===== src/fls_regs.svh =====
// register map, command codes and timing counts of the lock-bit host
`ifndef FLS_REGS_SVH
`define FLS_REGS_SVH

// ****************************************
// software register map
// ****************************************
`define FLS_OFS_CMD 8'h00
`define FLS_OFS_CTRL 8'h04
`define FLS_OFS_STAT 8'h08

// cmd register fields
`define FLS_CMD_OP_LSB 0
`define FLS_CMD_OP_MSB 1
`define FLS_CMD_CODE_LSB 8
`define FLS_CMD_CODE_MSB 15

// ctrl register fields and reset value
`define FLS_CTRL_WP_BIT 0
`define FLS_CTRL_RP_BIT 1
`define FLS_CTRL_ACLR_BIT 2
`define FLS_CTRL_RESET 3'h6

// stat register fields; done (1) and refused (4) are write-one-to-clear
`define FLS_ST_BUSY 0
`define FLS_ST_DONE 1
`define FLS_ST_ERR 2
`define FLS_ST_UNKNOWN 3
`define FLS_ST_REFUSED 4
`define FLS_ST_MODE_LSB 5
`define FLS_ST_PIN 7
`define FLS_ST_SR_LSB 8

// ****************************************
// device status byte bits
// ****************************************
`define FLS_SR_READY 7
`define FLS_SR_ERASE_ERR 5
`define FLS_SR_PROG_ERR 4
`define FLS_SR_SUPPLY_LOW 3
`define FLS_SR_PROTECT 1

// ****************************************
// device command codes
// ****************************************
`define FLS_C_CLRLOCK_SETUP 8'h60
`define FLS_C_CONFIRM 8'hd0
`define FLS_C_STSCFG 8'hb8
`define FLS_C_CLRSTATUS 8'h50
`define FLS_C_RDSTATUS 8'h70

// ****************************************
// timing, in ns and in mclk cycles
// ****************************************
`define FLS_CLK_NS 4
`define FLS_T_SETUP_NS 10
`define FLS_T_WP_NS 50
`define FLS_T_HOLD_NS 10
`define FLS_T_ACC_NS 100
`define FLS_SETUP_CYC ((`FLS_T_SETUP_NS + `FLS_CLK_NS - 1) / `FLS_CLK_NS)
`define FLS_WP_CYC ((`FLS_T_WP_NS + `FLS_CLK_NS - 1) / `FLS_CLK_NS)
`define FLS_HOLD_CYC ((`FLS_T_HOLD_NS + `FLS_CLK_NS - 1) / `FLS_CLK_NS)
// two extra cycles cover the data synchroniser
`define FLS_ACC_CYC (((`FLS_T_ACC_NS + `FLS_CLK_NS - 1) / `FLS_CLK_NS) + 2)
`define FLS_POLL_CYC 64

`endif


===== src/fls_pkg.sv =====
// types shared by the lock-bit host and its pin cycle engine
package fls_pkg;

    // ****************************************
    // flash pin bundle driven by the host
    // ****************************************
    typedef struct packed {
        logic ce_n;
        logic we_n;
        logic oe_n;
        logic dq_oe_n;
        logic [7:0] dq_out;
    } fls_pins_t;

    // one bus cycle request
    typedef struct packed {
        logic is_write;
        logic [7:0] data;
    } fls_cyc_t;

    typedef enum logic [1:0] {
        FLS_OP_CLRLOCK = 2'b00,
        FLS_OP_STSCFG = 2'b01,
        FLS_OP_CLRSTAT = 2'b10,
        FLS_OP_RDSTAT = 2'b11
    } fls_op_t;

    typedef enum logic [2:0] {
        FLS_S_IDLE = 3'b000,
        FLS_S_CMD1 = 3'b001,
        FLS_S_CMD2 = 3'b010,
        FLS_S_WAIT = 3'b011,
        FLS_S_POLL = 3'b100,
        FLS_S_CLR = 3'b101
    } fls_state_t;

    typedef enum logic [1:0] {
        FLS_B_IDLE = 2'b00,
        FLS_B_SETUP = 2'b01,
        FLS_B_STROBE = 2'b10,
        FLS_B_HOLD = 2'b11
    } fls_bstate_t;

endpackage


===== src/fls_bus_cycle.sv =====
// one timed write or read cycle on the flash pins
`timescale 1ns/100ps
`include "fls_regs.svh"

module fls_bus_cycle (
    input wire logic mclk,
    input wire logic sys_rst,
    input wire logic cyc_valid,
    input wire fls_pkg::fls_cyc_t cyc,
    output logic cyc_ready,
    output logic cyc_done,
    output logic [7:0] rdata_q,
    output fls_pkg::fls_pins_t pins_q,
    input wire logic [7:0] dq_in
);
    import fls_pkg::*;

    fls_bstate_t st_q;
    logic [7:0] cnt_q, dq_m_q, dq_s_q;
    logic wr_q;

    // ****************************************
    // cycle sequencer
    // ****************************************
    assign cyc_ready = (st_q == FLS_B_IDLE);
    assign cyc_done = (st_q == FLS_B_HOLD) && (cnt_q == 8'h01);

    // each phase loads its count and leaves when it reaches one
    always_ff @(posedge mclk) begin
        if (sys_rst) begin
            st_q <= FLS_B_IDLE;
            cnt_q <= 8'h00;
            wr_q <= 1'b0;
        end else begin
            case (st_q)
                FLS_B_IDLE: begin
                    if (cyc_valid) begin
                        st_q <= FLS_B_SETUP;
                        wr_q <= cyc.is_write;
                        cnt_q <= 8'(`FLS_SETUP_CYC);
                    end
                end
                FLS_B_SETUP: begin
                    if (cnt_q == 8'h01) begin
                        st_q <= FLS_B_STROBE;
                        cnt_q <= wr_q ? 8'(`FLS_WP_CYC) : 8'(`FLS_ACC_CYC);
                    end else begin
                        cnt_q <= cnt_q - 8'h01;
                    end
                end
                FLS_B_STROBE: begin
                    if (cnt_q == 8'h01) begin
                        st_q <= FLS_B_HOLD;
                        cnt_q <= 8'(`FLS_HOLD_CYC);
                    end else begin
                        cnt_q <= cnt_q - 8'h01;
                    end
                end
                FLS_B_HOLD: begin
                    if (cnt_q == 8'h01) begin
                        st_q <= FLS_B_IDLE;
                    end else begin
                        cnt_q <= cnt_q - 8'h01;
                    end
                end
                default: st_q <= FLS_B_IDLE;
            endcase
        end
    end

    // pin drive; data stays on the bus through hold so the device latches it cleanly
    always_ff @(posedge mclk) begin
        if (sys_rst) begin
            pins_q <= '{ce_n: 1'b1, we_n: 1'b1, oe_n: 1'b1, dq_oe_n: 1'b1, dq_out: 8'h00};
        end else if (st_q == FLS_B_IDLE) begin
            pins_q.ce_n <= ~cyc_valid;
            pins_q.we_n <= 1'b1;
            pins_q.oe_n <= 1'b1;
            pins_q.dq_oe_n <= ~(cyc_valid & cyc.is_write);
            pins_q.dq_out <= cyc.data;
        end else begin
            pins_q.we_n <= ~(wr_q && ((st_q == FLS_B_SETUP && cnt_q == 8'h01) ||
                                      (st_q == FLS_B_STROBE && cnt_q != 8'h01)));
            pins_q.oe_n <= ~(!wr_q && ((st_q == FLS_B_SETUP && cnt_q == 8'h01) ||
                                       (st_q == FLS_B_STROBE && cnt_q != 8'h01)));
            pins_q.ce_n <= cyc_done;
            pins_q.dq_oe_n <= ~wr_q | cyc_done;
        end
    end

    // data pins cross in through two flops before sampling
    always_ff @(posedge mclk) begin
        if (sys_rst) begin
            dq_m_q <= 8'h00;
            dq_s_q <= 8'h00;
            rdata_q <= 8'h00;
        end else begin
            dq_m_q <= dq_in;
            dq_s_q <= dq_m_q;
            if (st_q == FLS_B_STROBE && cnt_q == 8'h01 && !wr_q) begin
                rdata_q <= dq_s_q;
            end
        end
    end

endmodule


===== src/fls_host.sv =====
// host controller that clears flash lock-bits and configures the status pin
// Contract
// - clear is setup write then confirm write
// - completion via status pin or ready bit
// - host checks erase error, clears status
// - aborted clear leaves bits unknown; repeat
// - configure pin with command plus code
`timescale 1ns/100ps
`include "fls_regs.svh"

module fls_host (
    input wire logic mclk,
    input wire logic sys_rst,
    input wire logic [7:0] reg_addr,
    input wire logic [31:0] reg_wdata,
    input wire logic reg_wr,
    input wire logic reg_rd,
    output logic [31:0] reg_rdata_q,
    output fls_pkg::fls_pins_t flash_pins,
    input wire logic [7:0] flash_dq_in,
    input wire logic ready_event_pin,
    output logic reset_powerdown_n,
    output logic write_protect_n
);
    import fls_pkg::*;

    fls_state_t st_q;
    fls_op_t op_q;
    fls_cyc_t cyc;
    logic [7:0] code_q, sr_q, poll_q, rdata;
    logic [2:0] ctrl_q;
    logic [1:0] mode_q;
    logic issued_q, done_q, err_q, unknown_q, refused_q;
    logic pin_m_q, pin_s_q, pin_d_q, pulse_seen_q;
    logic cyc_valid, cyc_ready, cyc_done;
    logic busy, abort, bus_rst, cmd_wr, start, finish;
    logic sr_ready, sr_fail, pin_ready;

    // ****************************************
    // pin cycle engine
    // ****************************************
    assign busy = (st_q != FLS_S_IDLE);
    // pulling the reset pin mid-operation abandons the cycle in flight
    assign abort = busy && !ctrl_q[`FLS_CTRL_RP_BIT];
    assign bus_rst = sys_rst | abort;
    assign cyc_valid = (st_q != FLS_S_IDLE) && (st_q != FLS_S_WAIT) && !issued_q;

    // command byte for each state of the sequence
    always_comb begin
        cyc = '{is_write: 1'b1, data: 8'h00};
        case (st_q)
            FLS_S_CMD1: begin
                case (op_q)
                    FLS_OP_CLRLOCK: cyc.data = `FLS_C_CLRLOCK_SETUP;
                    FLS_OP_STSCFG: cyc.data = `FLS_C_STSCFG;
                    FLS_OP_CLRSTAT: cyc.data = `FLS_C_CLRSTATUS;
                    default: cyc.data = `FLS_C_RDSTATUS;
                endcase
            end
            // confirm code or pin configuration code, always the second write
            FLS_S_CMD2: cyc.data = (op_q == FLS_OP_CLRLOCK) ? `FLS_C_CONFIRM : code_q;
            // device already returns status after the clear, so no read-status command
            FLS_S_POLL: cyc.is_write = 1'b0;
            FLS_S_CLR: cyc.data = `FLS_C_CLRSTATUS;
            default: cyc.data = 8'h00;
        endcase
    end

    fls_bus_cycle u_cycle (
        .mclk(mclk),
        .sys_rst(bus_rst),
        .cyc_valid(cyc_valid),
        .cyc(cyc),
        .cyc_ready(cyc_ready),
        .cyc_done(cyc_done),
        .rdata_q(rdata),
        .pins_q(flash_pins),
        .dq_in(flash_dq_in)
    );

    // ****************************************
    // status pin tracking
    // ****************************************
    // pin is open drain: low means busy or a completion pulse
    always_ff @(posedge mclk) begin
        if (sys_rst) begin
            pin_m_q <= 1'b1;
            pin_s_q <= 1'b1;
            pin_d_q <= 1'b1;
        end else begin
            pin_m_q <= ready_event_pin;
            pin_s_q <= pin_m_q;
            pin_d_q <= pin_s_q;
        end
    end

    // any low pulse counts, whatever its width, so the pulse length needs no match here
    always_ff @(posedge mclk) begin
        if (sys_rst || start) begin
            pulse_seen_q <= 1'b0;
        end else if (pin_d_q && !pin_s_q) begin
            pulse_seen_q <= 1'b1;
        end
    end

    // level mode: released pin means ready; pulsed modes: a seen pulse means done
    assign pin_ready = (mode_q == 2'b00) ? pin_s_q : pulse_seen_q;

    // ****************************************
    // operation sequencer
    // ****************************************
    assign cmd_wr = reg_wr && (reg_addr == `FLS_OFS_CMD);
    // config needs the reset pin high; a busy host takes no new order
    assign start = cmd_wr && !busy &&
                   !(reg_wdata[`FLS_CMD_OP_MSB:`FLS_CMD_OP_LSB] == FLS_OP_STSCFG &&
                     !ctrl_q[`FLS_CTRL_RP_BIT]);
    assign sr_ready = rdata[`FLS_SR_READY];
    assign sr_fail = rdata[`FLS_SR_ERASE_ERR] | rdata[`FLS_SR_PROG_ERR] |
                     rdata[`FLS_SR_SUPPLY_LOW] | rdata[`FLS_SR_PROTECT];
    assign finish = cyc_done && (((st_q == FLS_S_CMD1) && (op_q == FLS_OP_CLRSTAT)) ||
                                 ((st_q == FLS_S_CMD2) && (op_q == FLS_OP_STSCFG)) ||
                                 (st_q == FLS_S_CLR) ||
                                 ((st_q == FLS_S_POLL) && (op_q == FLS_OP_RDSTAT)) ||
                                 ((st_q == FLS_S_POLL) && sr_ready &&
                                  !(ctrl_q[`FLS_CTRL_ACLR_BIT] && rdata[`FLS_SR_ERASE_ERR])));

    always_ff @(posedge mclk) begin
        if (sys_rst || abort) begin
            st_q <= FLS_S_IDLE;
        end else begin
            case (st_q)
                FLS_S_IDLE: begin
                    if (start) begin
                        st_q <= FLS_S_CMD1;
                    end
                end
                FLS_S_CMD1: begin
                    if (cyc_done) begin
                        if (op_q == FLS_OP_CLRSTAT) begin
                            st_q <= FLS_S_IDLE;
                        end else if (op_q == FLS_OP_RDSTAT) begin
                            st_q <= FLS_S_POLL;
                        end else begin
                            st_q <= FLS_S_CMD2;
                        end
                    end
                end
                FLS_S_CMD2: begin
                    if (cyc_done) begin
                        st_q <= (op_q == FLS_OP_CLRLOCK) ? FLS_S_WAIT : FLS_S_IDLE;
                    end
                end
                // wait for the pin, but poll anyway in case a pulse was missed
                FLS_S_WAIT: begin
                    if (pin_ready || poll_q == 8'(`FLS_POLL_CYC)) begin
                        st_q <= FLS_S_POLL;
                    end
                end
                FLS_S_POLL: begin
                    if (cyc_done) begin
                        if (finish) begin
                            st_q <= FLS_S_IDLE;
                        end else if (sr_ready) begin
                            st_q <= FLS_S_CLR;
                        end else begin
                            st_q <= FLS_S_WAIT;
                        end
                    end
                end
                FLS_S_CLR: begin
                    if (cyc_done) begin
                        st_q <= FLS_S_IDLE;
                    end
                end
                default: st_q <= FLS_S_IDLE;
            endcase
        end
    end

    // order latch, cycle issue flag and poll timer
    always_ff @(posedge mclk) begin
        if (sys_rst) begin
            op_q <= FLS_OP_RDSTAT;
            code_q <= 8'h00;
            issued_q <= 1'b0;
            poll_q <= 8'h00;
        end else begin
            if (start) begin
                op_q <= fls_op_t'(reg_wdata[`FLS_CMD_OP_MSB:`FLS_CMD_OP_LSB]);
                code_q <= reg_wdata[`FLS_CMD_CODE_MSB:`FLS_CMD_CODE_LSB];
            end
            if (abort || cyc_done) begin
                issued_q <= 1'b0;
            end else if (cyc_valid && cyc_ready) begin
                issued_q <= 1'b1;
            end
            poll_q <= (st_q == FLS_S_WAIT) ? poll_q + 8'h01 : 8'h00;
        end
    end

    // pin mode mirror: the device forgets it when its reset pin goes low
    always_ff @(posedge mclk) begin
        if (sys_rst || !ctrl_q[`FLS_CTRL_RP_BIT]) begin
            mode_q <= 2'b00;
        end else if (cyc_done && st_q == FLS_S_CMD2 && op_q == FLS_OP_STSCFG) begin
            mode_q <= code_q[1:0];
        end
    end

    // ****************************************
    // software registers
    // ****************************************
    always_ff @(posedge mclk) begin
        if (sys_rst) begin
            ctrl_q <= `FLS_CTRL_RESET;
        end else if (reg_wr && reg_addr == `FLS_OFS_CTRL) begin
            ctrl_q <= reg_wdata[2:0];
        end
    end

    // write-protect pin level decides the protection outcome in the device unless its supply is low
    assign write_protect_n = ctrl_q[`FLS_CTRL_WP_BIT];
    assign reset_powerdown_n = ctrl_q[`FLS_CTRL_RP_BIT];

    // sticky flags; hardware set wins over the software clear in the same cycle
    always_ff @(posedge mclk) begin
        if (sys_rst) begin
            sr_q <= 8'h00;
            done_q <= 1'b0;
            err_q <= 1'b0;
            unknown_q <= 1'b0;
            refused_q <= 1'b0;
        end else begin
            if (st_q == FLS_S_POLL && cyc_done) begin
                sr_q <= rdata;
            end
            done_q <= (done_q & ~(reg_wr && reg_addr == `FLS_OFS_STAT && reg_wdata[`FLS_ST_DONE])) | finish;
            refused_q <= (refused_q & ~(reg_wr && reg_addr == `FLS_OFS_STAT && reg_wdata[`FLS_ST_REFUSED])) |
                         (cmd_wr & ~start);
            if (start) begin
                err_q <= 1'b0;
            end else if (st_q == FLS_S_POLL && cyc_done && sr_ready) begin
                err_q <= sr_fail;
            end
            // an aborted clear leaves lock-bits unknown until a clear succeeds
            if (abort && op_q == FLS_OP_CLRLOCK) begin
                unknown_q <= 1'b1;
            end else if (st_q == FLS_S_POLL && cyc_done && sr_ready && op_q == FLS_OP_CLRLOCK) begin
                unknown_q <= unknown_q & rdata[`FLS_SR_ERASE_ERR];
            end
        end
    end

    // read data one cycle after the strobe, zero for unmapped offsets
    always_ff @(posedge mclk) begin
        if (sys_rst) begin
            reg_rdata_q <= 32'h0000_0000;
        end else if (reg_rd) begin
            case (reg_addr)
                `FLS_OFS_CTRL: reg_rdata_q <= 32'(ctrl_q);
                `FLS_OFS_STAT: reg_rdata_q <= {16'h0000, sr_q, pin_s_q, mode_q, refused_q,
                                               unknown_q, err_q, done_q, busy};
                default: reg_rdata_q <= 32'h0000_0000;
            endcase
        end else begin
            reg_rdata_q <= 32'h0000_0000;
        end
    end

endmodule


===== config.mk =====
export PLATFORM = sky130hd
export DESIGN_NAME = fls_host
export DESIGN_NICKNAME = d
export VERILOG_FILES = /design/src/fls_pkg.sv /design/src/fls_bus_cycle.sv /design/src/fls_host.sv
export VERILOG_INCLUDE_DIRS = /design/src /design/src/src
export SDC_FILE = /design/constraint.sdc
export NUM_CORES = 1
export LEC_CHECK = 0
export BUFFER_PORTS_ARGS = -buffer_cell sky130_fd_sc_hd__buf_2
export CAP_MARGIN = 10
export CORE_MARGIN = 2
export CORE_UTILIZATION = 49
export DETAILED_ROUTE_END_ITERATION = 7
export HOLD_SLACK_MARGIN = 0.03
export PLACE_DENSITY_LB_ADDON = 0.2
export SYNTH_ARGS = -nofsm -noshare
export SYNTH_HDL_FRONTEND = slang
export SYNTH_SLANG_ARGS = --single-unit

===== constraint.sdc =====
create_clock -name mclk -period 1.9 [get_ports mclk]
set_input_delay 0.095 -clock mclk [delete_from_list [all_inputs] [get_ports mclk]]
set_output_delay 0.095 -clock mclk [all_outputs]
set_load 0.03 [all_outputs]

==> qor_table.md <==
| Stage | Result | Reported |
|---|---|---|
| status | Result of the run | finished with violations |
| status | Violations in the final reports | setup timing |
| yosys | Post-synth top flop | dfxtp_1 |
| yosys | Fraction of the yosys area taken by sequential cells | 46.5% |
| sta | Final period util | 102% |
| yosys | Share of the synthesized area in the top cell type | 46.5% |
| setup path | Critical path fanouts, max | 8 |
| sta | Number of pins with negative max-slew slack in the final report | 0 |
| setup path | Ordered list of cells on the worst path | or4_4, nor4b_4, nand3b_2, mux2i_1, nor2_1 |
| yosys | Summed instance area of the synthesized netlist | 4570 um2 |
| detailed routing | Initial DRT Pass Iterations | 4 |
| clock network | Number of CTS-inserted buffers | 9 |
| detailed routing | Total number of vias | 3894 |
| yosys | Number of flops mapped to enable cells by yosys | 0 |
| cells and area | Fraction of layout instances using a drive strength above 1 | 28.4% |
| yosys | Number of library cell types mapped by synthesis | 65 |
| cells and area | Commonest cells after routing, fill and taps aside | dfxtp_1, buf_2, nor2_1 |
| yosys | Fraction of synthesized cell area in xor and xnor cells | 1.73% |
| clock network | Clock transition at the registers of the reported paths | 100 ps |
| floorplanning | Horizontal die dimension | 101 um |
| power and ir drop | P_leak | 2.42 nW |
| sta | Max Fclk | 517 MHz |
| cells and area | Most common cell after layout, fill and taps aside | dfxtp_1 |
| detailed routing | Final wirelength | 10.2 mm |
| yosys | Area leader, netlist | dfxtp_1 |
| cells and area | Number of nets in the finished design | 693 |
| cells and area | Final cell utilization of the core | 64.1% |
| yosys | Average cell area after synthesis | 8.94 um2 |
| setup path | Setup crit end kind | flip-flop |
| placement | Number of buffers inserted by port buffering | 62 |
| yosys | Warning count from the yosys run | 0 |
| sta | Endpoints failing hold | 0 |
| yosys | Largest cells by area after synthesis | dfxtp_1, nor2_1, and2_1, mux2i_1, a21oi_1 |
| cells and area | Final non-filler cell total | 748 |
| worst hold path | Worst hold-check path type | input pin to flip-flop |
| floorplanning | Effective utilization at floorplan | 49.9% |
| sta | Clock Skews | 13.5 ps |
| detailed routing | Mean routed wirelength per cell | 13.7 um |
| yosys | Adder-Cell Fraction of Synth Area | 2.19% |
| cells and area | Post-route cell area | 5860 um2 |
| placement | Area post-placement | 5230 um2 |
| setup path | Startpoint kind of the worst setup timing path | flip-flop |
| placement | DP Wirelength | 7.21 mm |
| sta | Count of endpoints failing setup in the final report | 15 |
| detailed routing | Ratio of routed vias to standard cells | 5.21 |
| floorplanning | Num rows | 35 |
| power and ir drop | Peak ir drop on the vdd network | 0.000429 V |
| detailed routing | DRC errors left | 0 |
| setup path | Cell at the slowest stage of the critical path | or4_4 |
| sta | Setup repair after global routing missed its margin | yes |
| setup path | Arrival time at the worst endpoint | 2200 ps |
| global route | Number of antenna violations at the first check in global routing | 0 |
| floorplanning | Die outline area | 10100 um2 |
| sta | Worst Slack Setup Final | -33.3 ps |
| clock network | Library cell used as clock root buffer | clkbuf_8 |
| setup path | Required arrival time at the worst endpoint | 2170 ps |
| global route | Vias in the first global route | 3608 |
| global route | Global-route wire length before repair | 16.6 mm |
| sta | Post-layout min period | 1930 ps |
| placement | Post-placement cell count | 707 |
| setup path | Peak per-stage delay on the critical path | 560 ps |
| detailed routing | Number of violations reported at the end of detailed-routing iteration 0 | 181 |
| sta | Hold Worst Slack | 42.8 ps |
| floorplanning | Core area | 9150 um2 |
| global route | Overflow after GRT | 0 |
| run | Max Cap Viol | 0 |
| clock network | Sink count of the clock tree | 106 |
| global route | Pin count of the biggest net entering global routing | 28 |
| clock network | CTS Buffer Depth | 2 |
| yosys | Largest family of logic cells by synthesized area | simple AND/OR/NAND/NOR gates |
| yosys | Share of the synthesized area in compound gates (AO/OA/AOI/OAI) | 13.9% |
| floorplanning | I/O pin total | 99 |
| placement | RePlAce Congestion | 0.893 |
| yosys | Simple-Gate Fraction of Synth Area | 25.3% |
| yosys | Share of cell area taken by muxes after synthesis | 3.73% |
| detailed routing | Post-route antenna net violation count | 0 |
| setup path | Class of the most critical setup path | flip-flop to flip-flop |
| cells and area | Signed area change from the synthesized netlist to the final layout | 28.4% |
| clock network | TritonCTS clock tree | built |
| yosys | FF+latch count, synth | 106 |
| clock network | Source-to-sink clock delay at the later pin of the worst-skew pair | 370 ps |
| global route | Global Route Usage Sum | 20.6% |
| yosys | Synthesized netlist cell count | 511 |
| cells and area | Antenna cell count | 0 |
| yosys | Synth async-reset ratio | 0% |
| power and ir drop | Power per cell area | 852 nW/um2 |
| floorplanning | Die Ht | 101 um |
| clock network | CTS H-Tree Depth | 3 |
==> where the power goes <==
part	switching [mW]	internal, mW
combinational	0.658	0.567
sequential	0.0457	2.30
clock	0.795	0.632
==> critical path, delay by kind of cell (launching register included) <==
family | cells | cell delay (ps)
DFF | 1 | 320
muxes | 1 | 260
and+or+nand+nor | 4 | 1250
==> final timing paths <==
kind                                 start                               to  slack (ps)  depth (start not counted)
max          u_cycle.cnt_q[5]$_SDFFE_PP0P_  u_cycle.rdata_q[7]$_SDFFE_PP0P_         -30                          5
min                           reg_wdata[2]           ctrl_q[2]$_SDFFE_PP1P_          40                          4
max reg2reg  u_cycle.cnt_q[5]$_SDFFE_PP0P_  u_cycle.rdata_q[7]$_SDFFE_PP0P_         -30                          5
min reg2reg             pin_m_q$_SDFF_PP1_               pin_s_q$_SDFF_PP1_         430                          1
==> routing by layer <==
metal	track usage, %	routed length, um	vias up
li1	-	-	1978
met1	26.4	4730	1826
met2	34.9	5000	77
met3	3.81	370	13
met4	6.74	139	0
met5	0	0	-
==> per-stage QoR <==
stage | setup slack, ps | total power [mW] | setup TNS [ps]
2_1_floorplan | -39.1 | 3.11 | -425
3_3_place_gp | -74.3 | 3.42 | -420
3_5_place_dp | -79.9 | 3.45 | -945
4_1_cts | -36.0 | 4.92 | -200
5_1_grt | -135 | 5.24 | -2110
6_report | -33.3 | 5.00 | -217
==> final cells by class <==
class	instances	area, um2
multi-input combinational	361	2370
sequential	106	2130
clock inverter	7	82.6
tap	111	139
clock buffer	9	124
timing repair buffer	137	950
inverter	17	63.8
fill	805	3290
==> cells by family (layout without fill, tap and decap cells) <==
family / after synthesis / in the layout
compound gates: 94 / 94
xor+xnor: 9 / 9
fa+ha+maj: 8 / 8
buf+inv: 60 / 170
flops: 106 / 106
mux: 17 / 17
other cells: 1 / 16
simple gates: 216 / 217
==> synth_stat cells, types with 4 or more instances <==
| library cell | count |
|---|---|
| xor2_1 | 6 |
| nand2b_1 | 12 |
| nor3_1 | 14 |
| nor2b_1 | 6 |
| inv_1 | 17 |
| and2_1 | 30 |
| a31oi_1 | 4 |
| nor2_1 | 58 |
| nand3_1 | 22 |
| a22oi_1 | 7 |
| dfxtp_1 | 106 |
| nor4_1 | 6 |
| clkbuf_1 | 21 |
| mux2i_1 | 17 |
| a21oi_1 | 33 |
| o21ai_0 | 15 |
| or2_2 | 6 |
| ha_1 | 8 |
| buf_4 | 16 |
| nand2_1 | 32 |
| nand4b_1 | 4 |
| a211oi_1 | 5 |
==> registers in the layout, summed over array words and instances, names as in the netlist, 2 cells and up <==
name,count
sr_q,8
code_q,8
u_cycle.st_q,2
u_cycle.dq_s_q,8
u_cycle.cnt_q,8
st_q,3
mode_q,2
u_cycle.pins_q,12
u_cycle.rdata_q,8
reg_rdata_q,16
op_q,2
poll_q,8
u_cycle.dq_m_q,8
ctrl_q,3
==> timing repair <==
action	4_1_cts	5_1_grt
endpoints found under the hold margin	21	0
pin swaps	2	11
buffers inserted	0	3
hold buffers	21	0
resized for setup	10	34
endpoints found under the setup margin	33	35
gates cloned	1	0
(Power assumes the default switching activity.)
